$ cat src/pkg/display_pkg.sv
// Purpose: constants for the display control and strobe block
// Assumes: one 100 MHz clock, classic Wishbone register access
package display_pkg;
  localparam int unsigned clk_hz = 100_000_000;
  localparam int unsigned display_hz = 256;
  localparam int unsigned display_div = clk_hz / display_hz;
  localparam int seg_count = 20;
  localparam int phase_count = 4;
  localparam int tap_count = 4;
  localparam logic [3:0] off_strobe_control = 4'h0;
  localparam logic [3:0] off_control_second = 4'h1;
  localparam logic [3:0] off_latch_base = 4'h4;
  localparam logic [3:0] bit_sel_hi = 4'h3;
  localparam logic [3:0] bit_sel_lo = 4'h2;
  localparam logic [3:0] bit_blank = 4'h3;
  localparam logic [3:0] bit_power_down = 4'h2;
  localparam logic [3:0] bit_four_mux = 4'h1;
  localparam logic [3:0] bit_ext_bias = 4'h0;
  localparam logic [1:0] sel_reset = 2'h0;
  localparam logic [1:0] sel_reset_write = 2'h1;
  localparam logic [1:0] sel_write = 2'h2;
  localparam logic [1:0] sel_sleep = 2'h3;
  localparam logic [1:0] pump_reset = 2'h0;
  localparam logic [2:0] second_reset = 3'h7;
  localparam logic [1:0] last_phase_four = 2'h3;
  localparam logic [1:0] last_phase_three = 2'h2;
endpackage

$ cat src/pkg/latch_if.sv
`timescale 1ns/1ps
// Purpose: write and read path of the segment latch store
interface latch_if;
  logic we;
  logic [4:0] waddr;
  logic [3:0] wdata;
  logic [4:0] raddr;
  logic [3:0] rdata;
  logic [79:0] all_bits;
  modport ctrl (output we, waddr, wdata, raddr, input rdata, all_bits);
  modport mem (input we, waddr, wdata, raddr, output rdata, all_bits);
endinterface

$ cat src/design/segment_latches.sv
`timescale 1ns/1ps
// Purpose: 20 four-bit segment data latches
// Assumes: synchronous write, registered read
// Notes: contents survive every reset and power down
module segment_latches (
  input wire logic clk_i,
  latch_if.mem bus
);
  logic [3:0] mem_q [20];
  logic [3:0] rdata_q;
  always_ff @(posedge clk_i) begin
    if (bus.we) begin
      mem_q[bus.waddr] <= bus.wdata;
    end
    rdata_q <= mem_q[bus.raddr];
  end
  assign bus.rdata = rdata_q;
  genvar g;
  for (g = 0; g < 20; g++) begin : g_flat
    assign bus.all_bits[4*g +: 4] = mem_q[g];
  end
endmodule // segment_latches

$ cat src/design/display_strobe.sv
`timescale 1ns/1ps
// Purpose: display sequencer, bias control and strobe pin source
// Assumes: por_i is power-on reset, rst_i the system reset
// Notes: registers on classic Wishbone, one word each
module display_strobe
  import display_pkg::*;
(
  input wire logic clk_i,
  input wire logic rst_i,
  input wire logic por_i,
  input wire logic cpu_reset_i,
  input wire logic sleep_i,
  input wire logic port_b_write_pulse_i,
  input wire logic [3:0] prescaler_taps_i,
  input wire logic wb_cyc_i,
  input wire logic wb_stb_i,
  input wire logic wb_we_i,
  input wire logic [5:0] wb_adr_i,
  input wire logic [3:0] wb_sel_i,
  input wire logic [31:0] wb_dat_i,
  output logic [31:0] wb_dat_o,
  output logic wb_ack_o,
  output logic strobe_o,
  output logic [19:0] segment_outputs_o,
  output logic [3:0] backplane_o,
  output logic pump_clock_o,
  output logic pump_enable_o,
  output logic regulator_enable_o,
  output logic bias_pull_down_o,
  output logic bias_oe_n_o
);
  // ----------------------------------------
  // register access
  // ----------------------------------------
  latch_if lbus ();
  logic [1:0] strobe_sel_q;
  logic [1:0] pump_sel_q;
  logic ext_bias_q;
  logic [2:0] second_q;
  logic ack_q;
  logic [31:0] rd_q;
  logic taken_q;
  logic rd_latch;
  logic [3:0] reg_idx;
  logic access;
  logic wr;
  logic wr_strobe;
  logic wr_second;
  logic wr_latch;
  logic [3:0] strobe_word;
  logic [3:0] second_word;
  logic [4:0] latch_idx;
  assign reg_idx = wb_adr_i[5:2];
  // taken_q blocks a second take while the answer is on its way
  assign access = wb_cyc_i && wb_stb_i && !taken_q && !ack_q;
  assign wr = access && wb_we_i && wb_sel_i[0];
  assign latch_idx = {1'b0, 4'(reg_idx - off_latch_base)};
  function automatic logic is_latch(input logic [3:0] idx);
    return idx >= off_latch_base;
  endfunction
  assign wr_strobe = wr && reg_idx == off_strobe_control;
  assign wr_second = wr && reg_idx == off_control_second;
  assign wr_latch = wr && is_latch(reg_idx) && latch_idx < 5'(seg_count);
  assign rd_latch = is_latch(reg_idx) && latch_idx < 5'(seg_count);
  assign strobe_word = {strobe_sel_q, pump_sel_q};
  assign second_word = {second_q, ext_bias_q};
  assign lbus.we = wr_latch;
  assign lbus.waddr = latch_idx;
  assign lbus.wdata = wb_dat_i[3:0];
  assign lbus.raddr = latch_idx < 5'(seg_count) ? latch_idx : 5'h00;
  segment_latches u_latches (
    .clk_i(clk_i),
    .bus(lbus)
  );
  // answer two cycles after the take: the latch store reads through a
  // register, and the read word must itself leave a flip-flop
  always_ff @(posedge clk_i) begin
    if (rst_i) begin
      taken_q <= 1'b0;
      ack_q <= 1'b0;
      rd_q <= 32'h0;
    end else begin
      taken_q <= access;
      ack_q <= taken_q;
      if (taken_q) begin
        if (rd_latch) begin
          rd_q <= {28'h0, lbus.rdata};
        end else if (reg_idx == off_strobe_control) begin
          rd_q <= {28'h0, strobe_word};
        end else if (reg_idx == off_control_second) begin
          rd_q <= {28'h0, second_word};
        end else begin
          rd_q <= 32'h0;
        end
      end
    end
  end
  assign wb_ack_o = ack_q;
  assign wb_dat_o = rd_q;
  // selector and external bias survive system reset
  always_ff @(posedge clk_i) begin
    if (por_i) begin
      strobe_sel_q <= sel_reset;
      ext_bias_q <= 1'b0;
    end else if (wr_strobe) begin
      strobe_sel_q <= {wb_dat_i[bit_sel_hi], wb_dat_i[bit_sel_lo]};
    end else if (wr_second) begin
      ext_bias_q <= wb_dat_i[bit_ext_bias];
    end
  end
  always_ff @(posedge clk_i) begin
    if (rst_i || por_i) begin
      pump_sel_q <= pump_reset;
      second_q <= second_reset;
    end else begin
      if (wr_strobe) begin
        pump_sel_q <= wb_dat_i[1:0];
      end
      if (wr_second) begin
        second_q <= {wb_dat_i[bit_blank], wb_dat_i[bit_power_down],
                     wb_dat_i[bit_four_mux]};
      end
    end
  end
  // ----------------------------------------
  // strobe pin
  // ----------------------------------------
  // half a system period maps to one fast cycle; falling edge
  // of that pulse is where the port b latch samples
  logic strobe_d;
  always_comb begin
    unique case (strobe_sel_q)
      sel_reset: strobe_d = cpu_reset_i;
      sel_reset_write: strobe_d = cpu_reset_i || port_b_write_pulse_i;
      sel_write: strobe_d = port_b_write_pulse_i;
      sel_sleep: strobe_d = sleep_i;
    endcase
  end
  always_ff @(posedge clk_i) begin
    strobe_o <= strobe_d;
  end
  // ----------------------------------------
  // sequencer
  // ----------------------------------------
  logic [$clog2(display_div)-1:0] div_q;
  logic tick;
  logic half_q;
  logic [1:0] phase_q;
  logic [1:0] last_phase;
  logic blank;
  logic power_down;
  logic four_mux;
  logic phase_live;
  assign blank = second_q[2];
  assign power_down = second_q[1];
  assign four_mux = second_q[0];
  assign tick = div_q == ($clog2(display_div))'(display_div - 1);
  assign last_phase = four_mux ? last_phase_four : last_phase_three;
  // a phase left over from 4:1 stays dark after a switch to 3:1
  assign phase_live = phase_q <= last_phase;
  always_ff @(posedge clk_i) begin
    if (rst_i || por_i) begin
      div_q <= '0;
      half_q <= 1'b0;
      phase_q <= 2'h0;
    end else begin
      div_q <= tick ? '0 : div_q + 1'b1;
      if (tick) begin
        half_q <= !half_q;
        if (half_q) begin
          phase_q <= phase_q >= last_phase ? 2'h0 : phase_q + 2'h1;
        end
      end
    end
  end
  logic [19:0] seg_d;
  logic [3:0] bp_d;
  genvar s;
  for (s = 0; s < seg_count; s++) begin : g_seg
    assign seg_d[s] = !blank && !power_down && phase_live &&
                      lbus.all_bits[4*s + phase_q];
  end
  for (s = 0; s < phase_count; s++) begin : g_bp
    assign bp_d[s] = !power_down && phase_q == 2'(s) &&
                     (four_mux || s != phase_count - 1);
  end
  // ----------------------------------------
  // bias and pump
  // ----------------------------------------
  logic pump_on;
  assign pump_on = !power_down && !ext_bias_q;
  always_ff @(posedge clk_i) begin
    if (rst_i || por_i) begin
      segment_outputs_o <= 20'h0;
      backplane_o <= 4'h0;
      pump_clock_o <= 1'b0;
      pump_enable_o <= 1'b0;
      regulator_enable_o <= 1'b0;
      bias_pull_down_o <= 1'b1;
      bias_oe_n_o <= 1'b1;
    end else begin
      segment_outputs_o <= seg_d;
      backplane_o <= bp_d;
      pump_clock_o <= pump_on && prescaler_taps_i[pump_sel_q];
      pump_enable_o <= pump_on;
      regulator_enable_o <= pump_on;
      bias_pull_down_o <= power_down && !ext_bias_q;
      bias_oe_n_o <= ext_bias_q || power_down;
    end
  end
endmodule // display_strobe

$ cat config.mk
export PLATFORM = sky130hd
export DESIGN_NAME = display_strobe
export DESIGN_NICKNAME = d
export VERILOG_FILES = /design/src/pkg/display_pkg.sv /design/src/pkg/latch_if.sv /design/src/design/segment_latches.sv /design/src/design/display_strobe.sv
export SDC_FILE = /design/constraint.sdc
export NUM_CORES = 1
export LEC_CHECK = 0
export BUFFER_PORTS_ARGS = -buffer_cell sky130_fd_sc_hd__buf_2
export CORE_MARGIN = 3
export CORE_UTILIZATION = 55
export CTS_BUF_LIST = sky130_fd_sc_hd__clkbuf_4
export DETAILED_ROUTE_END_ITERATION = 7
export PLACE_DENSITY = 0.89
export SYNTH_ARGS = -nofsm -noshare
export SYNTH_HDL_FRONTEND = slang
export SYNTH_SLANG_ARGS = --single-unit
$ cat constraint.sdc
create_clock -name clk_i -period 5.79 [get_ports clk_i]
set_clock_uncertainty 0.05 [all_clocks]
set_input_delay 0 -clock clk_i [delete_from_list [all_inputs] [get_ports clk_i]]
set_output_delay 0 -clock clk_i [all_outputs]
set_load 0.02 [all_outputs]
==> impl_metrics.toml <==
[outcome]
outcome = "finished, final reports clean"

[critical_path]
cp-start-kind = "primary input"
critPathKind = "in2reg"
cpMaxStageDelayCell = "dlygate4sd3_1"
path_cells = "dlygate4sd3_1 > buf_2 > inv_1 > ha_1 > nand3_1 > dlygate4sd3_1 > nor4_2 > mux2i_1 > dlygate4sd3_1 > nor2_1"
crit_path_max_fanout = 9
cp_data_required_time_ns = 6.17
reg2reg_depth = 5
cp.arrival_ns = 3.36
slowest_delay_ns = 0.62
timing.rr.end = "strobe_sel_q[0]$_SDFFE_PP0P_"
crit_path_frequent_cell = "dlygate4sd3_1"
endpoint_kind = "flip-flop"
reg2reg_from = "taken_q$_SDFF_PP0_"
regToRegSetupSlack_ns = 3.33

[global_routing]
grt_usage_pct = 22.8
first_global_vias = 4054
grt_pass1_wl_mm = 20.0
globalRouteOverflowTotal = 0
grt_antenna_before_repair = 0
grt_max_degree = 28

[finish]
diodes = 0
fillers = 669
final_nets = 595
drive_above_1_share_pct = 22.9
syn2layout_area_growth_pct = 14.8

[timing]
max_freq_mhz = 335
period_share_pct = 51.5
hold_viol = 0
maxSlewViolCount = 0
rsz0062_at_grt = "false"
hold_ws_ns = 0.0723
fin_setup_tns_ns = 0
setup_viol = 0
period_minus_slack_ns = 2.98
tightest_slew_ns = 1.11
relSlewSlack_pct = 25.9

[worst_hold_path]
min_path_cells = 4
holdPathEnd = "second_q[1]$_SDFFE_PP1P_"
hold_class = "in2reg"
hp-start = "wb_cyc_i"

[routing]
drcViolationCount = 0
drt_wl_total_mm = 12.0
detail_route.wl_per_cell_um = 17.8
drt-initial-drc-count = 429
firstDrtPassIters = 5
via_count = 3872
via_per_inst = 5.74
ant_nets = 0

[die]
dieArea_mm2 = 0.0116
die_h_um = 108
die_w_um = 108
row_count = 36
io_pins = 118
coreArea_mm2 = 0.00991
initial_core_util_pct = 57.5

[synthesis]
synthArstFlopShare_pct = 0
synth_edf_count = 64
syn_area_mm2 = 0.00570
synth_flop_cell = "dfxtp_1"
syn_avg_cell_area_um2 = 13.0
yosys_warnings = 0
syn_inst = 439
ys_ff_latch = 129
seq_area_frac_synth_pct = 56.6
synth_cell_types = 44

[cts]
cts-buffers-inserted = 17
clk_latency_ns = 0.52
cts_num_sinks = 129
clk_pin_slew_worst_paths_ns = 0.11
cts_resized = 0
cts_tree = "yes"
clock_path_buffers = 2
cts_root_buf = "clkbuf_4"
htreeDepth = 4
post_cts_buffers = 0
cts_hold_buf = 21

[placement]
dp_hpwl_mm = 8.02
globalplace.congestion = 0.876
port_buffers = 52

[power_and_ir_drop]
p_leak_nw = 2.51
power_density_mw_per_mm2 = 275
max-vdd-ir-drop_v = 0.000158

[run]
drv_cap = 0
## cells in the final DEF (no fill, tap or decap), types with 3 or more instances in the layout
| cell | n |
|---|---|
| a211oi_1 | 5 |
| a21oi_1 | 8 |
| a22oi_1 | 4 |
| and3_1 | 21 |
| buf_2 | 52 |
| bufinv_16 | 5 |
| clkbuf_4 | 19 |
| clkinv_1 | 4 |
| conb_1 | 48 |
| dfxtp_1 | 65 |
| dlygate4sd3_1 | 21 |
| edfxtp_1 | 64 |
| ha_1 | 11 |
| inv_1 | 10 |
| mux2i_1 | 16 |
| mux4_2 | 33 |
| nand2_1 | 26 |
| nand2b_1 | 3 |
| nand3_1 | 16 |
| nand4_1 | 3 |
| nor2_1 | 43 |
| nor3_1 | 10 |
| nor4_1 | 3 |
| o21ai_0 | 6 |
| or3_1 | 3 |
| xnor2_1 | 8 |
| xor2_1 | 5 |
## metrics by stage
step           total power [mW]  std cells  instance area [um2]  utilization, %  setup slack (ns)
2_1_floorplan              1.09        486                 5870               -              3.68
6_report                   1.80        675                 6540            66.0              2.81
5_1_grt                    1.87        675                 6540            66.0              2.71
4_1_cts                    1.81        675                 6530            65.9              2.93
3_3_place_gp               1.10        622                 5990            60.4              3.65
3_5_place_dp               1.11        622                 5990            60.4              3.55
## report_power, final
part | internal, mW | leakage (nW) | switching [mW] | total (mW)
clock | 0.389 | 0.176 | 0.314 | 0.703
combinational | 0.0418 | 1.22 | 0.0720 | 0.114
sequential | 0.974 | 1.11 | 0.00884 | 0.983
## cell families (layout without fill, tap and decap cells)
| group | Yosys count | in the layout | share of synthesized area, % |
|---|---|---|---|
| and+or+nand+nor | 149 | 149 | 13.9 |
| adders and majority gates | 11 | 11 | 2.42 |
| DFF | 129 | 129 | 56.6 |
| xor gates and xnor gates | 13 | 13 | 2.00 |
| AOI/OAI and AO/OA | 27 | 27 | 2.92 |
| buffers and inverters | 60 | 116 | 6.24 |
| other | 1 | 48 | 0.0658 |
| muxes | 49 | 49 | 15.9 |
## how the worst max path moves through the flow
stage,to,depth (start not counted),slack [ns],start
after detailed placement,u_latches.mem_q[0][3]$_DFFE_PP_,4,3.55,taken_q$_SDFF_PP0_
after global routing,strobe_sel_q[0]$_SDFFE_PP0P_,10,2.71,wb_adr_i[4]
after CTS,strobe_sel_q[1]$_SDFFE_PP0P_,10,2.93,wb_adr_i[4]
after global placement,segment_outputs_o[0]$_SDFF_PP0_,2,3.65,phase_q[1]$_SDFFE_PP0P_
final,strobe_sel_q[0]$_SDFFE_PP0P_,10,2.81,wb_adr_i[4]
after floorplan,segment_outputs_o[0]$_SDFF_PP0_,8,3.68,phase_q[0]$_SDFFE_PP0P_
## flip-flops by register name, summed over array words and instances (netlist names), 3 cells and up
register             count
backplane_o              4
div_q                   19
second_q                 3
segment_outputs_o       16
u_latches.bus.rdata      4
u_latches.mem_q         64
wb_dat_o                 4
## cell type report
| cell class | instances | area, um2 | area share, % |
|---|---|---|---|
| multi-input combinational | 297 | 2300 | 35.1 |
| timing repair buffer | 74 | 478 | 7.31 |
| sequential | 129 | 3220 | 49.3 |
| clock inverter | 13 | 191 | 2.93 |
| inverter | 10 | 37.5 | 0.574 |
| clock buffer | 19 | 143 | 2.18 |
| tap | 133 | 166 | 2.55 |
## worst max-delay path, delay by kind of cell
family	cells	cell delay [ns]
buf+inv	5	2.05
simple gates	3	0.67
fa+ha+maj	1	0.35
mux	1	0.28
## synthesized netlist by cell type, types with 2 or more instances
master | count | area [um2]
a211oi_1 | 5 | 37.5
nand2b_1 | 3 | 18.8
a22oi_1 | 4 | 30.0
or3_1 | 3 | 18.8
o31ai_1 | 2 | 15.0
nor4_1 | 3 | 18.8
nor2b_1 | 2 | 12.5
mux2i_1 | 16 | 160
nand4_1 | 3 | 18.8
or4_1 | 2 | 15.0
nand2_1 | 26 | 97.6
o21ai_0 | 6 | 30.0
a21oi_1 | 9 | 45.0
buf_4 | 33 | 248
and2_1 | 2 | 12.5
inv_1 | 10 | 37.5
nand3_1 | 16 | 80.1
buf_2 | 5 | 25.0
nor3_1 | 10 | 50.1
nor2_1 | 43 | 161
nand4b_1 | 2 | 17.5
nand3_2 | 2 | 20.0
clkbuf_1 | 11 | 41.3
mux4_2 | 33 | 743
and3_1 | 21 | 131
dfxtp_1 | 65 | 1300
xnor2_1 | 8 | 70.1
ha_1 | 11 | 138
xor2_1 | 5 | 43.8
edfxtp_1 | 64 | 1920
## per-layer routing
metal | up-vias | track usage, % | part of all wire, %
met5 | - | 0 | 0
met4 | 0 | 9.47 | 2.7
met3 | 40 | 7.20 | 9.6
met2 | 236 | 37.5 | 50
met1 | 1869 | 27.7 | 38
li1 | 1727 | - | -
Note: power is estimated with default switching activity, not from simulation.
